`src/rtl/pfa_defines.vh`:
```
// Constants for the PCM frame alignment receiver
`ifndef PFA_DEFINES_VH
`define PFA_DEFINES_VH

// APB register byte offsets
`define PFA_OFS_CTRL        8'h00
`define PFA_OFS_STATUS      8'h04
`define PFA_OFS_INT_STAT    8'h08
`define PFA_OFS_INT_EN      8'h0C
`define PFA_OFS_INT_CLR     8'h10
`define PFA_OFS_RX_BITS     8'h14

// Reset values
`define PFA_CTRL_RST        1'h1
`define PFA_INT_EN_RST      3'h0

// Interrupt bit positions (status, enable and clear share them)
`define PFA_INT_LOSS        0
`define PFA_INT_REGAIN      1
`define PFA_INT_WORD_ERR    2
`define PFA_INT_W           3

// Frame geometry: 32 slots of 8 bits, bit index 0..255
`define PFA_BIT_LAST        8'hFF
`define PFA_TS0_LAST        8'h07
`define PFA_EVAL_BIT        8'h08

// Sync word bits 2..8 and the fixed non-sync bit 2
`define PFA_SYNC_PATTERN    7'h1B
`define PFA_NSF_BIT2        1'h1

// Consecutive counts for loss and regain
`define PFA_LOSS_COUNT      2'h3
`define PFA_REGAIN_COUNT    2'h3

// Framer states
`define PFA_ST_SEARCH       2'h0
`define PFA_ST_VERIFY       2'h1
`define PFA_ST_LOCK         2'h2

`endif

```
`src/rtl/pfa_frame_align.v`:
```
// Receive frame alignment for a 2.048 Mbit/s 30+2 channel PCM link
//
// What this block does
// Line data enters one bit per strobe through the shift register into the detector.
// The line bit rate is 2.048 MHz, one strobe per bit.
// Three consecutive errored sync words declare loss of frame synchronism.
// Slot zero pulse high 8 bit periods from end of sync word bit 1.
// Channel reset low first bit after slot zero of sync frames, in sync only.
// Sync-frame bit one output takes bit 1 of slot zero.
// Non-sync bit one and spare bits 3..8 come from non-sync slot zero.
// Bit outputs update at the start of slot one and hold otherwise.
// An errored sync word raises error at slot zero end two sync frames later.
// Error stays high while sync words keep arriving errored.
// After a sync alarm the error output stays high until sync regained.
// Sync alarm rises at slot zero pulse end of third errored sync frame.
// Sync alarm falls at pulse end of third consecutive good frame.
// The sync word is expected only in slot zero of alternate frames.
// Sync word bits 2..8 are 0011011; non-sync bit 2 is one.
// A frame is 32 slots of 8 bits, slot zero first.
// Out of sync, every bit position is tested; first match adopts alignment.
// After reset: out of sync, alarm high, channel reset pulses suppressed.
`timescale 1ns/1ps
`default_nettype none
`include "pfa_defines.vh"

module pfa_frame_align (
    input  wire        pclk,
    input  wire        presetn,
    input  wire [7:0]  paddr,
    input  wire        psel,
    input  wire        penable,
    input  wire        pwrite,
    input  wire [31:0] pwdata,
    output reg  [31:0] prdata,
    output wire        pready,
    output wire        pslverr,
    input  wire        line_data,
    input  wire        line_bit_en,
    output reg         time_slot_zero_pulse,
    output reg         channel_reset_pulse_n,
    output reg         sync_alarm,
    output reg         sync_word_error,
    output reg         frame_bit_one_out,
    output reg         nsync_bit_one_out,
    output reg  [5:0]  spare_bits_out,
    output wire        irq
);

    // Framer state
    reg  [1:0]  state_reg;
    reg  [1:0]  state_next;
    reg  [7:0]  bit_cnt_reg;
    reg  [7:0]  bit_cnt_next;
    reg         sync_frm_reg;
    reg         sync_frm_next;
    reg  [1:0]  bad_run_reg;
    reg  [1:0]  bad_run_next;
    reg  [1:0]  good_run_reg;
    reg  [1:0]  good_run_next;
    reg  [1:0]  err_hist_reg;
    reg  [1:0]  err_hist_next;
    reg         alarm_next;
    reg         error_next;
    reg         ev_loss;
    reg         ev_regain;
    reg         ev_word_err;

    // Register file
    reg         ctrl_en_reg;
    reg  [`PFA_INT_W-1:0] int_stat_reg;
    reg  [`PFA_INT_W-1:0] int_en_reg;
    wire [`PFA_INT_W-1:0] int_set;
    wire [`PFA_INT_W-1:0] int_clr;

    // Detector outputs
    wire [7:0]  word_reg;
    wire [7:0]  word_next;
    wire        match_next;
    wire        match_cur;
    wire        nsf_ok_cur;

    wire        aligned;
    wire        at_eval;
    wire        frame_good;
    wire        wr_en;
    wire        rd_en;
    reg         addr_hit;

    // Shift register and sync word detector
    pfa_serial_in_shift_register_det u_serial_in_shift_register (
        .pclk       (pclk),
        .presetn    (presetn),
        .shift_en   (line_bit_en),
        .din        (line_data),
        .word_reg   (word_reg),
        .word_next  (word_next),
        .match_next (match_next),
        .match_cur  (match_cur),
        .nsf_ok_cur (nsf_ok_cur)
    );

    // Frame alignment held in verify and lock
    assign aligned = (state_reg != `PFA_ST_SEARCH);
    // Strobe opening slot one: word_reg then holds all of slot zero
    assign at_eval = line_bit_en && aligned && (bit_cnt_reg == `PFA_EVAL_BIT);
    // Sync frames need the word, others bit 2 set
    assign frame_good = sync_frm_reg ? match_cur : nsf_ok_cur;

    // Framer next state, one step per line bit strobe
    always @* begin
        state_next    = state_reg;
        bit_cnt_next  = bit_cnt_reg;
        sync_frm_next = sync_frm_reg;
        bad_run_next  = bad_run_reg;
        good_run_next = good_run_reg;
        err_hist_next = err_hist_reg;
        alarm_next    = sync_alarm;
        error_next    = sync_word_error;
        ev_loss       = 1'b0;
        ev_regain     = 1'b0;
        ev_word_err   = 1'b0;
        if (!ctrl_en_reg) begin
            state_next    = `PFA_ST_SEARCH;
            bit_cnt_next  = 8'h00;
            bad_run_next  = 2'h0;
            good_run_next = 2'h0;
            err_hist_next = 2'h0;
            alarm_next    = 1'b1;
            error_next    = 1'b1;
        end else if (line_bit_en) begin
            // Free-running bit index, wraps after 32 slots
            if (bit_cnt_reg == `PFA_BIT_LAST) begin
                bit_cnt_next  = 8'h00;
                sync_frm_next = ~sync_frm_reg;
            end else begin
                bit_cnt_next = bit_cnt_reg + 8'h01;
            end
            case (state_reg)
                `PFA_ST_SEARCH: begin
                    // Test every bit position, adopt at first match
                    if (match_next) begin
                        state_next    = `PFA_ST_VERIFY;
                        bit_cnt_next  = `PFA_EVAL_BIT;
                        sync_frm_next = 1'b1;
                        good_run_next = 2'h0;
                    end
                end
                `PFA_ST_VERIFY: begin
                    if (at_eval) begin
                        if (frame_good) begin
                            good_run_next = good_run_reg + 2'h1;
                            if (good_run_reg + 2'h1 == `PFA_REGAIN_COUNT) begin
                                // Third good frame in a row
                                state_next    = `PFA_ST_LOCK;
                                alarm_next    = 1'b0;
                                error_next    = 1'b0;
                                bad_run_next  = 2'h0;
                                err_hist_next = 2'h0;
                                ev_regain     = 1'b1;
                            end
                        end else begin
                            // False alignment, search again
                            state_next    = `PFA_ST_SEARCH;
                            good_run_next = 2'h0;
                        end
                    end
                end
                `PFA_ST_LOCK: begin
                    if (at_eval && sync_frm_reg) begin
                        // Errored word reported two sync frames later
                        err_hist_next = {err_hist_reg[0], ~match_cur};
                        error_next    = err_hist_reg[1];
                        ev_word_err   = ~match_cur;
                        if (!match_cur) begin
                            bad_run_next = bad_run_reg + 2'h1;
                            if (bad_run_reg + 2'h1 == `PFA_LOSS_COUNT) begin
                                // Third errored word in a row
                                state_next    = `PFA_ST_SEARCH;
                                alarm_next    = 1'b1;
                                error_next    = 1'b1;
                                bad_run_next  = 2'h0;
                                good_run_next = 2'h0;
                                ev_loss       = 1'b1;
                            end
                        end else begin
                            bad_run_next = 2'h0;
                        end
                    end
                end
                default: begin
                    state_next = `PFA_ST_SEARCH;
                end
            endcase
        end
    end

    // Framer registers; out of sync with alarm and error high at reset
    always @(posedge pclk or negedge presetn) begin
        if (!presetn) begin
            state_reg       <= `PFA_ST_SEARCH;
            bit_cnt_reg     <= 8'h00;
            sync_frm_reg    <= 1'b0;
            bad_run_reg     <= 2'h0;
            good_run_reg    <= 2'h0;
            err_hist_reg    <= 2'h0;
            sync_alarm      <= 1'b1;
            sync_word_error <= 1'b1;
        end else begin
            state_reg       <= state_next;
            bit_cnt_reg     <= bit_cnt_next;
            sync_frm_reg    <= sync_frm_next;
            bad_run_reg     <= bad_run_next;
            good_run_reg    <= good_run_next;
            err_hist_reg    <= err_hist_next;
            sync_alarm      <= alarm_next;
            sync_word_error <= error_next;
        end
    end

    // Slot zero pulse and channel reset, one bit period granularity
    always @(posedge pclk or negedge presetn) begin
        if (!presetn) begin
            time_slot_zero_pulse  <= 1'b0;
            channel_reset_pulse_n <= 1'b1;
        end else if (!ctrl_en_reg) begin
            time_slot_zero_pulse  <= 1'b0;
            channel_reset_pulse_n <= 1'b1;
        end else if (line_bit_en) begin
            // High for 8 bit periods, from end of bit 1 through end of bit 9
            time_slot_zero_pulse  <= aligned && (bit_cnt_reg <= `PFA_TS0_LAST);
            // Low for the first bit after slot zero of sync frames
            channel_reset_pulse_n <= ~(state_reg == `PFA_ST_LOCK && sync_frm_reg
                                       && bit_cnt_reg == `PFA_EVAL_BIT);
        end
    end

    // Spare bits of slot zero, latched at the opening of slot one
    always @(posedge pclk or negedge presetn) begin
        if (!presetn) begin
            frame_bit_one_out <= 1'b0;
            nsync_bit_one_out <= 1'b0;
            spare_bits_out    <= 6'h00;
        end else if (at_eval) begin
            if (sync_frm_reg) begin
                frame_bit_one_out <= word_reg[7];
            end else begin
                nsync_bit_one_out <= word_reg[7];
                spare_bits_out    <= word_reg[5:0];
            end
        end
    end

    // APB: zero wait states, error on unmapped offsets
    assign pready  = 1'b1;
    assign wr_en   = psel && penable && pwrite;
    assign rd_en   = psel && !pwrite;
    assign pslverr = psel && penable && !addr_hit;

    // Address decode and read mux
    always @* begin
        addr_hit = 1'b1;
        case (paddr)
            `PFA_OFS_CTRL:     prdata = {31'h0000_0000, ctrl_en_reg};
            `PFA_OFS_STATUS:   prdata = {16'h0000, bit_cnt_reg, 2'h0, state_reg,
                                         sync_frm_reg, sync_word_error, sync_alarm,
                                         time_slot_zero_pulse};
            `PFA_OFS_INT_STAT: prdata = {29'h0000_0000, int_stat_reg};
            `PFA_OFS_INT_EN:   prdata = {29'h0000_0000, int_en_reg};
            `PFA_OFS_INT_CLR:  prdata = 32'h0000_0000;
            `PFA_OFS_RX_BITS:  prdata = {24'h00_0000, frame_bit_one_out,
                                         nsync_bit_one_out, spare_bits_out};
            default: begin
                prdata   = 32'h0000_0000;
                addr_hit = 1'b0;
            end
        endcase
        if (!rd_en) begin
            prdata = 32'h0000_0000;
        end
    end

    // Writable registers
    always @(posedge pclk or negedge presetn) begin
        if (!presetn) begin
            ctrl_en_reg <= `PFA_CTRL_RST;
            int_en_reg  <= `PFA_INT_EN_RST;
        end else if (wr_en) begin
            if (paddr == `PFA_OFS_CTRL) begin
                ctrl_en_reg <= pwdata[0];
            end
            if (paddr == `PFA_OFS_INT_EN) begin
                int_en_reg <= pwdata[`PFA_INT_W-1:0];
            end
        end
    end

    // Sticky interrupt status; a new event wins over a clear
    assign int_set[`PFA_INT_LOSS]     = ev_loss;
    assign int_set[`PFA_INT_REGAIN]   = ev_regain;
    assign int_set[`PFA_INT_WORD_ERR] = ev_word_err;
    assign int_clr = (wr_en && paddr == `PFA_OFS_INT_CLR) ? pwdata[`PFA_INT_W-1:0]
                                                          : {`PFA_INT_W{1'b0}};

    always @(posedge pclk or negedge presetn) begin
        if (!presetn) begin
            int_stat_reg <= {`PFA_INT_W{1'b0}};
        end else begin
            int_stat_reg <= (int_stat_reg & ~int_clr) | int_set;
        end
    end

    // Level interrupt while any enabled status bit is set
    assign irq = |(int_stat_reg & int_en_reg);

endmodule // pfa_frame_align

`default_nettype wire

```
`src/rtl/pfa_serial_in_shift_register_det.v`:
```
// Serial-in shift register with sync word detector
`timescale 1ns/1ps
`default_nettype none
`include "pfa_defines.vh"

module pfa_serial_in_shift_register_det (
    input  wire       pclk,
    input  wire       presetn,
    input  wire       shift_en,
    input  wire       din,
    output reg  [7:0] word_reg,
    output wire [7:0] word_next,
    output wire       match_next,
    output wire       match_cur,
    output wire       nsf_ok_cur
);

    // Bits 2..8 of a slot against the sync pattern; bit 1 is free
    function sync_hit;
        input [7:0] w;
        begin
            sync_hit = (w[6:0] == `PFA_SYNC_PATTERN);
        end
    endfunction

    // Oldest bit (slot bit 1) sits in bit 7
    assign word_next  = shift_en ? {word_reg[6:0], din} : word_reg;
    assign match_next = sync_hit({word_reg[6:0], din});
    assign match_cur  = sync_hit(word_reg);
    assign nsf_ok_cur = (word_reg[6] == `PFA_NSF_BIT2);

    // Shift one line bit per strobe
    always @(posedge pclk or negedge presetn) begin
        if (!presetn) begin
            word_reg <= 8'h00;
        end else begin
            word_reg <= word_next;
        end
    end

endmodule // pfa_serial_in_shift_register_det

`default_nettype wire

```
`config.mk`:
```
export PLATFORM = sky130hd
export DESIGN_NAME = pfa_frame_align
export DESIGN_NICKNAME = d
export VERILOG_FILES = /design/src/rtl/pfa_frame_align.v /design/src/rtl/pfa_serial_in_shift_register_det.v
export VERILOG_INCLUDE_DIRS = /design/src /design/src/rtl
export SDC_FILE = /design/constraint.sdc
export NUM_CORES = 1
export LEC_CHECK = 0
export ABC_CLOCK_PERIOD_IN_PS = 2950
export BUFFER_PORTS_ARGS = -buffer_cell sky130_fd_sc_hd__buf_2
export CAP_MARGIN = 20
export CORE_MARGIN = 2
export CORE_UTILIZATION = 30
export DETAILED_ROUTE_END_ITERATION = 8
export PLACE_DENSITY = 0.64
export SYNTH_ARGS = -nofsm -noshare
export SYNTH_HDL_FRONTEND = slang
export SYNTH_SLANG_ARGS = --single-unit
export TNS_END_PERCENT = 1
```
`constraint.sdc`:
```
create_clock -name pclk -period 2.95 [get_ports pclk]
set_clock_uncertainty 0.1 [all_clocks]
set_input_delay 0.1475 -clock pclk [delete_from_list [all_inputs] [get_ports pclk]]
set_output_delay 0.1475 -clock pclk [all_outputs]
set_load 0.02 [all_outputs]
```
==> impl_metrics.yaml <==
detailed_routing:
  via_count: 2130
  drt-pass1-iter-count: 4
  drc: 0
  drt_first_iter_violations: 145
  viasPerCell: 5.000
  ant_nets: 0
  wire_per_inst_um: 14.71
  wl_um: 6265
power_and_ir_drop:
  p_clk_frac: 0.364
  comb_power_share: 0.100
  seq_power_share: 0.535
  power_switching_w: 0.0003094
  power_report.internal_total_w: 0.0009430
  power_density_mw_per_mm2: 404.6
  sw_frac_of_total: 0.2470
  peakVddDrop_mv: 0.2917
  power.leakage_nw: 1.437
finish:
  area_delta_synth_final_pct: 11.69
  antenna_cells: 0
  fillers: 939
  utilization: 0.3398
  drive_gt1_frac: 0.3175
  final_cells: 426
  num-nets-final: 364
  stdcell_area_mm2: 0.003095
synth:
  synth_seq_area_share: 0.3991
  synth.area.top_cells: "dfrtp_1 36%, mux2_2 9.3%, buf_4 4.6%"
  syn_area_per_cell_um2: 10.26
  netlist_area_mm2: 0.002771
  yosysWarningCount: 0
  synth.distinct_cells: 64
  synth.most_common_cell: "dfrtp_1"
  synthCells: 270
  synthArstFlopShare: 1.000
  synth_top_area_frac: 0.3612
  ys_ff_latch: 44
  synth_commonest_cells: "40 x dfrtp_1, 23 x mux2_2, 21 x nand2_1"
  synth_largest_area_cell: "dfrtp_1"
  synthFlopType: "dfrtp_1"
  synth_edf_count: 0
global_routing:
  overflow: 0
  grt_use_total: 0.1245
  first_global_vias: 2005
  grt_pass1_wl_um: 10010
  antenna_found_initial: 0
  grt_max_degree: 45
setup_path:
  cp-end-kind: "flip-flop"
  slowest_delay_ns: 0.61
  worst-path-buf-inv: 0
  critical_path_class: "reg2reg"
  cp_slowest_cell: "or4_4"
  worstPathArrival_ns: 2.69
  critPathLaunchType: "flip-flop"
  worstPathCellList: "or4_4, nor4_4, nand3_1, a31oi_4, mux2_1"
  cp.required_ns: 3.04
  worstPathMaxFanout: 6
  crit_family: "simple AND/OR/NAND/NOR gates"
clock_network:
  path_clk_slew_ns: 0.09
  tritoncts: "done"
  root_buffer: "clkbuf_8"
  post_cts_resized: 0
  cts_sinks: 44
  insertion_delay_ns: 0.30
  cts_made_buffers: 5
  post-cts-setup-buffers: 0
  ctsLongestPathBuffers: 2
  cts_max_level: 2
run_status:
  status: "finished, final reports clean"
placement:
  gp_congestion: 0.8125
  dp.cells: 416
  io_buffers: 47
  place_area_mm2: 0.002969
  hpwl_um: 4674
  dpl_worst_slack_ns: 0.3715
floorplan:
  rows: 35
  core_mm2: 0.009109
  die-area_mm2: 0.01002
  ioPinCount: 94
  die_h_um: 100.1
  die_w_um: 100.1
  start_util: 0.3043
timing:
  post-route-period-util: 0.8828
  max_slew.worst_pin.slew_ns: 1.013
  finalCriticalPeriod_ns: 2.604
  slew_violations: 0
  hold_viol: 0
  slew_headroom: 0.3250
  finalWorstSetupSlack_ns: 0.3459
  rsz0062_at_grt: "no"
  setup_viol: 0
  fmax_mhz: 384.0
  setup-tns-final_ns: 0
hold_path:
  hp-class: "in2reg"
flow_run:
  maxCapViolations: 0
[path summary, 6_finish.rpt]
kind                                                                      end  slack, ns                       start  cells after the start
max                                               good_run_reg[1]$_DFFE_PN0P_       0.35  bit_cnt_reg[6]$_DFFE_PN0N_                      5
min                                                 int_en_reg[1]$_DFFE_PN0P_      0.006                   pwdata[1]                      2
max reg2reg                                       good_run_reg[1]$_DFFE_PN0P_       0.35  bit_cnt_reg[6]$_DFFE_PN0N_                      5
min reg2reg                                        bad_run_reg[1]$_DFFE_PN0P_       0.40  bad_run_reg[1]$_DFFE_PN0P_                      1
max in group asynchronous  u_serial_in_shift_register.word_reg[6]$_DFFE_PN0P_       1.65                     presetn                      2
min in group asynchronous                          bit_cnt_reg[2]$_DFFE_PN0N_       0.46                     presetn                      2
[logic make-up after synthesis]
family          share of synthesized area
simple gates                       0.2117
fa+ha+maj                         0.01355
other cells                      0.002710
compound gates                     0.1467
flops                              0.3991
buf+inv                            0.1016
xor+xnor                         0.003161
mux                                0.1214
[power groups by stage]
stage / Combinational [W] / Clock [W] / Sequential, W
detailed placement: 0.000125 / 0 / 0.000681
finish: 0.000126 / 0.000456 / 0.000670
global placement: 0.000121 / 0 / 0.000681
floorplan: 0.000108 / 0 / 0.000666
global route: 0.000140 / 0.000499 / 0.000676
CTS: 0.000127 / 0.000469 / 0.000670
[per-stage QoR]
step / hold slack [ns] / total power (W)
global route: 0.01463 / 0.001316
detailed placement: 0.2706 / 0.0008053
floorplan: -0.2481 / 0.0007746
global placement: 0.2722 / 0.0008016
CTS: 0.0001255 / 0.001266
finish: 0.005643 / 0.001252
[layer usage]
metal	vias up	track usage	share of wire
met5	-	0	0
met4	0	0.04320	0.012
met3	4	0.01602	0.025
met2	45	0.2037	0.49
met1	1056	0.1704	0.48
li1	1025	-	-
[cells in the final DEF, fill, tap and decap left out, types with 3 or more instances in the layout]
cell type	synthesis	routed
nor4_1	3	3
dfrtp_1	40	40
conb_1	2	17
o21a_1	3	3
buf_2	1	47
o21ai_0	11	11
nand3b_1	3	3
nor2b_1	8	8
dfstp_2	4	4
and2_1	9	9
ha_1	3	3
mux2_4	3	3
nor2_1	17	17
a22oi_1	6	6
nand2_1	21	21
a21boi_0	3	3
mux2_2	23	23
o211ai_1	3	3
a21oi_1	6	6
nand3_1	7	7
and3_1	10	10
nand4_1	3	3
inv_1	9	9
clkbuf_8	0	5
[layout make-up]
cell class                      count  area [um^2]  share of cell area
Clock buffer                        7        76.32             0.02466
Clock inverter                      1        30.03            0.009701
Inverter                            9        33.78             0.01091
Multi-Input combinational cell    203         1440              0.4652
Sequential cell                    44         1106              0.3573
Tap cell                          111        138.9             0.04487
Timing Repair Buffer               51        270.3             0.08731
[repair_timing]
action,4_1_cts,5_1_grt
hold buffers,2,0
hold endpoints to repair,41,0
setup endpoints to repair,0,0
No activity file was read; power rests on OpenSTA's default activity.
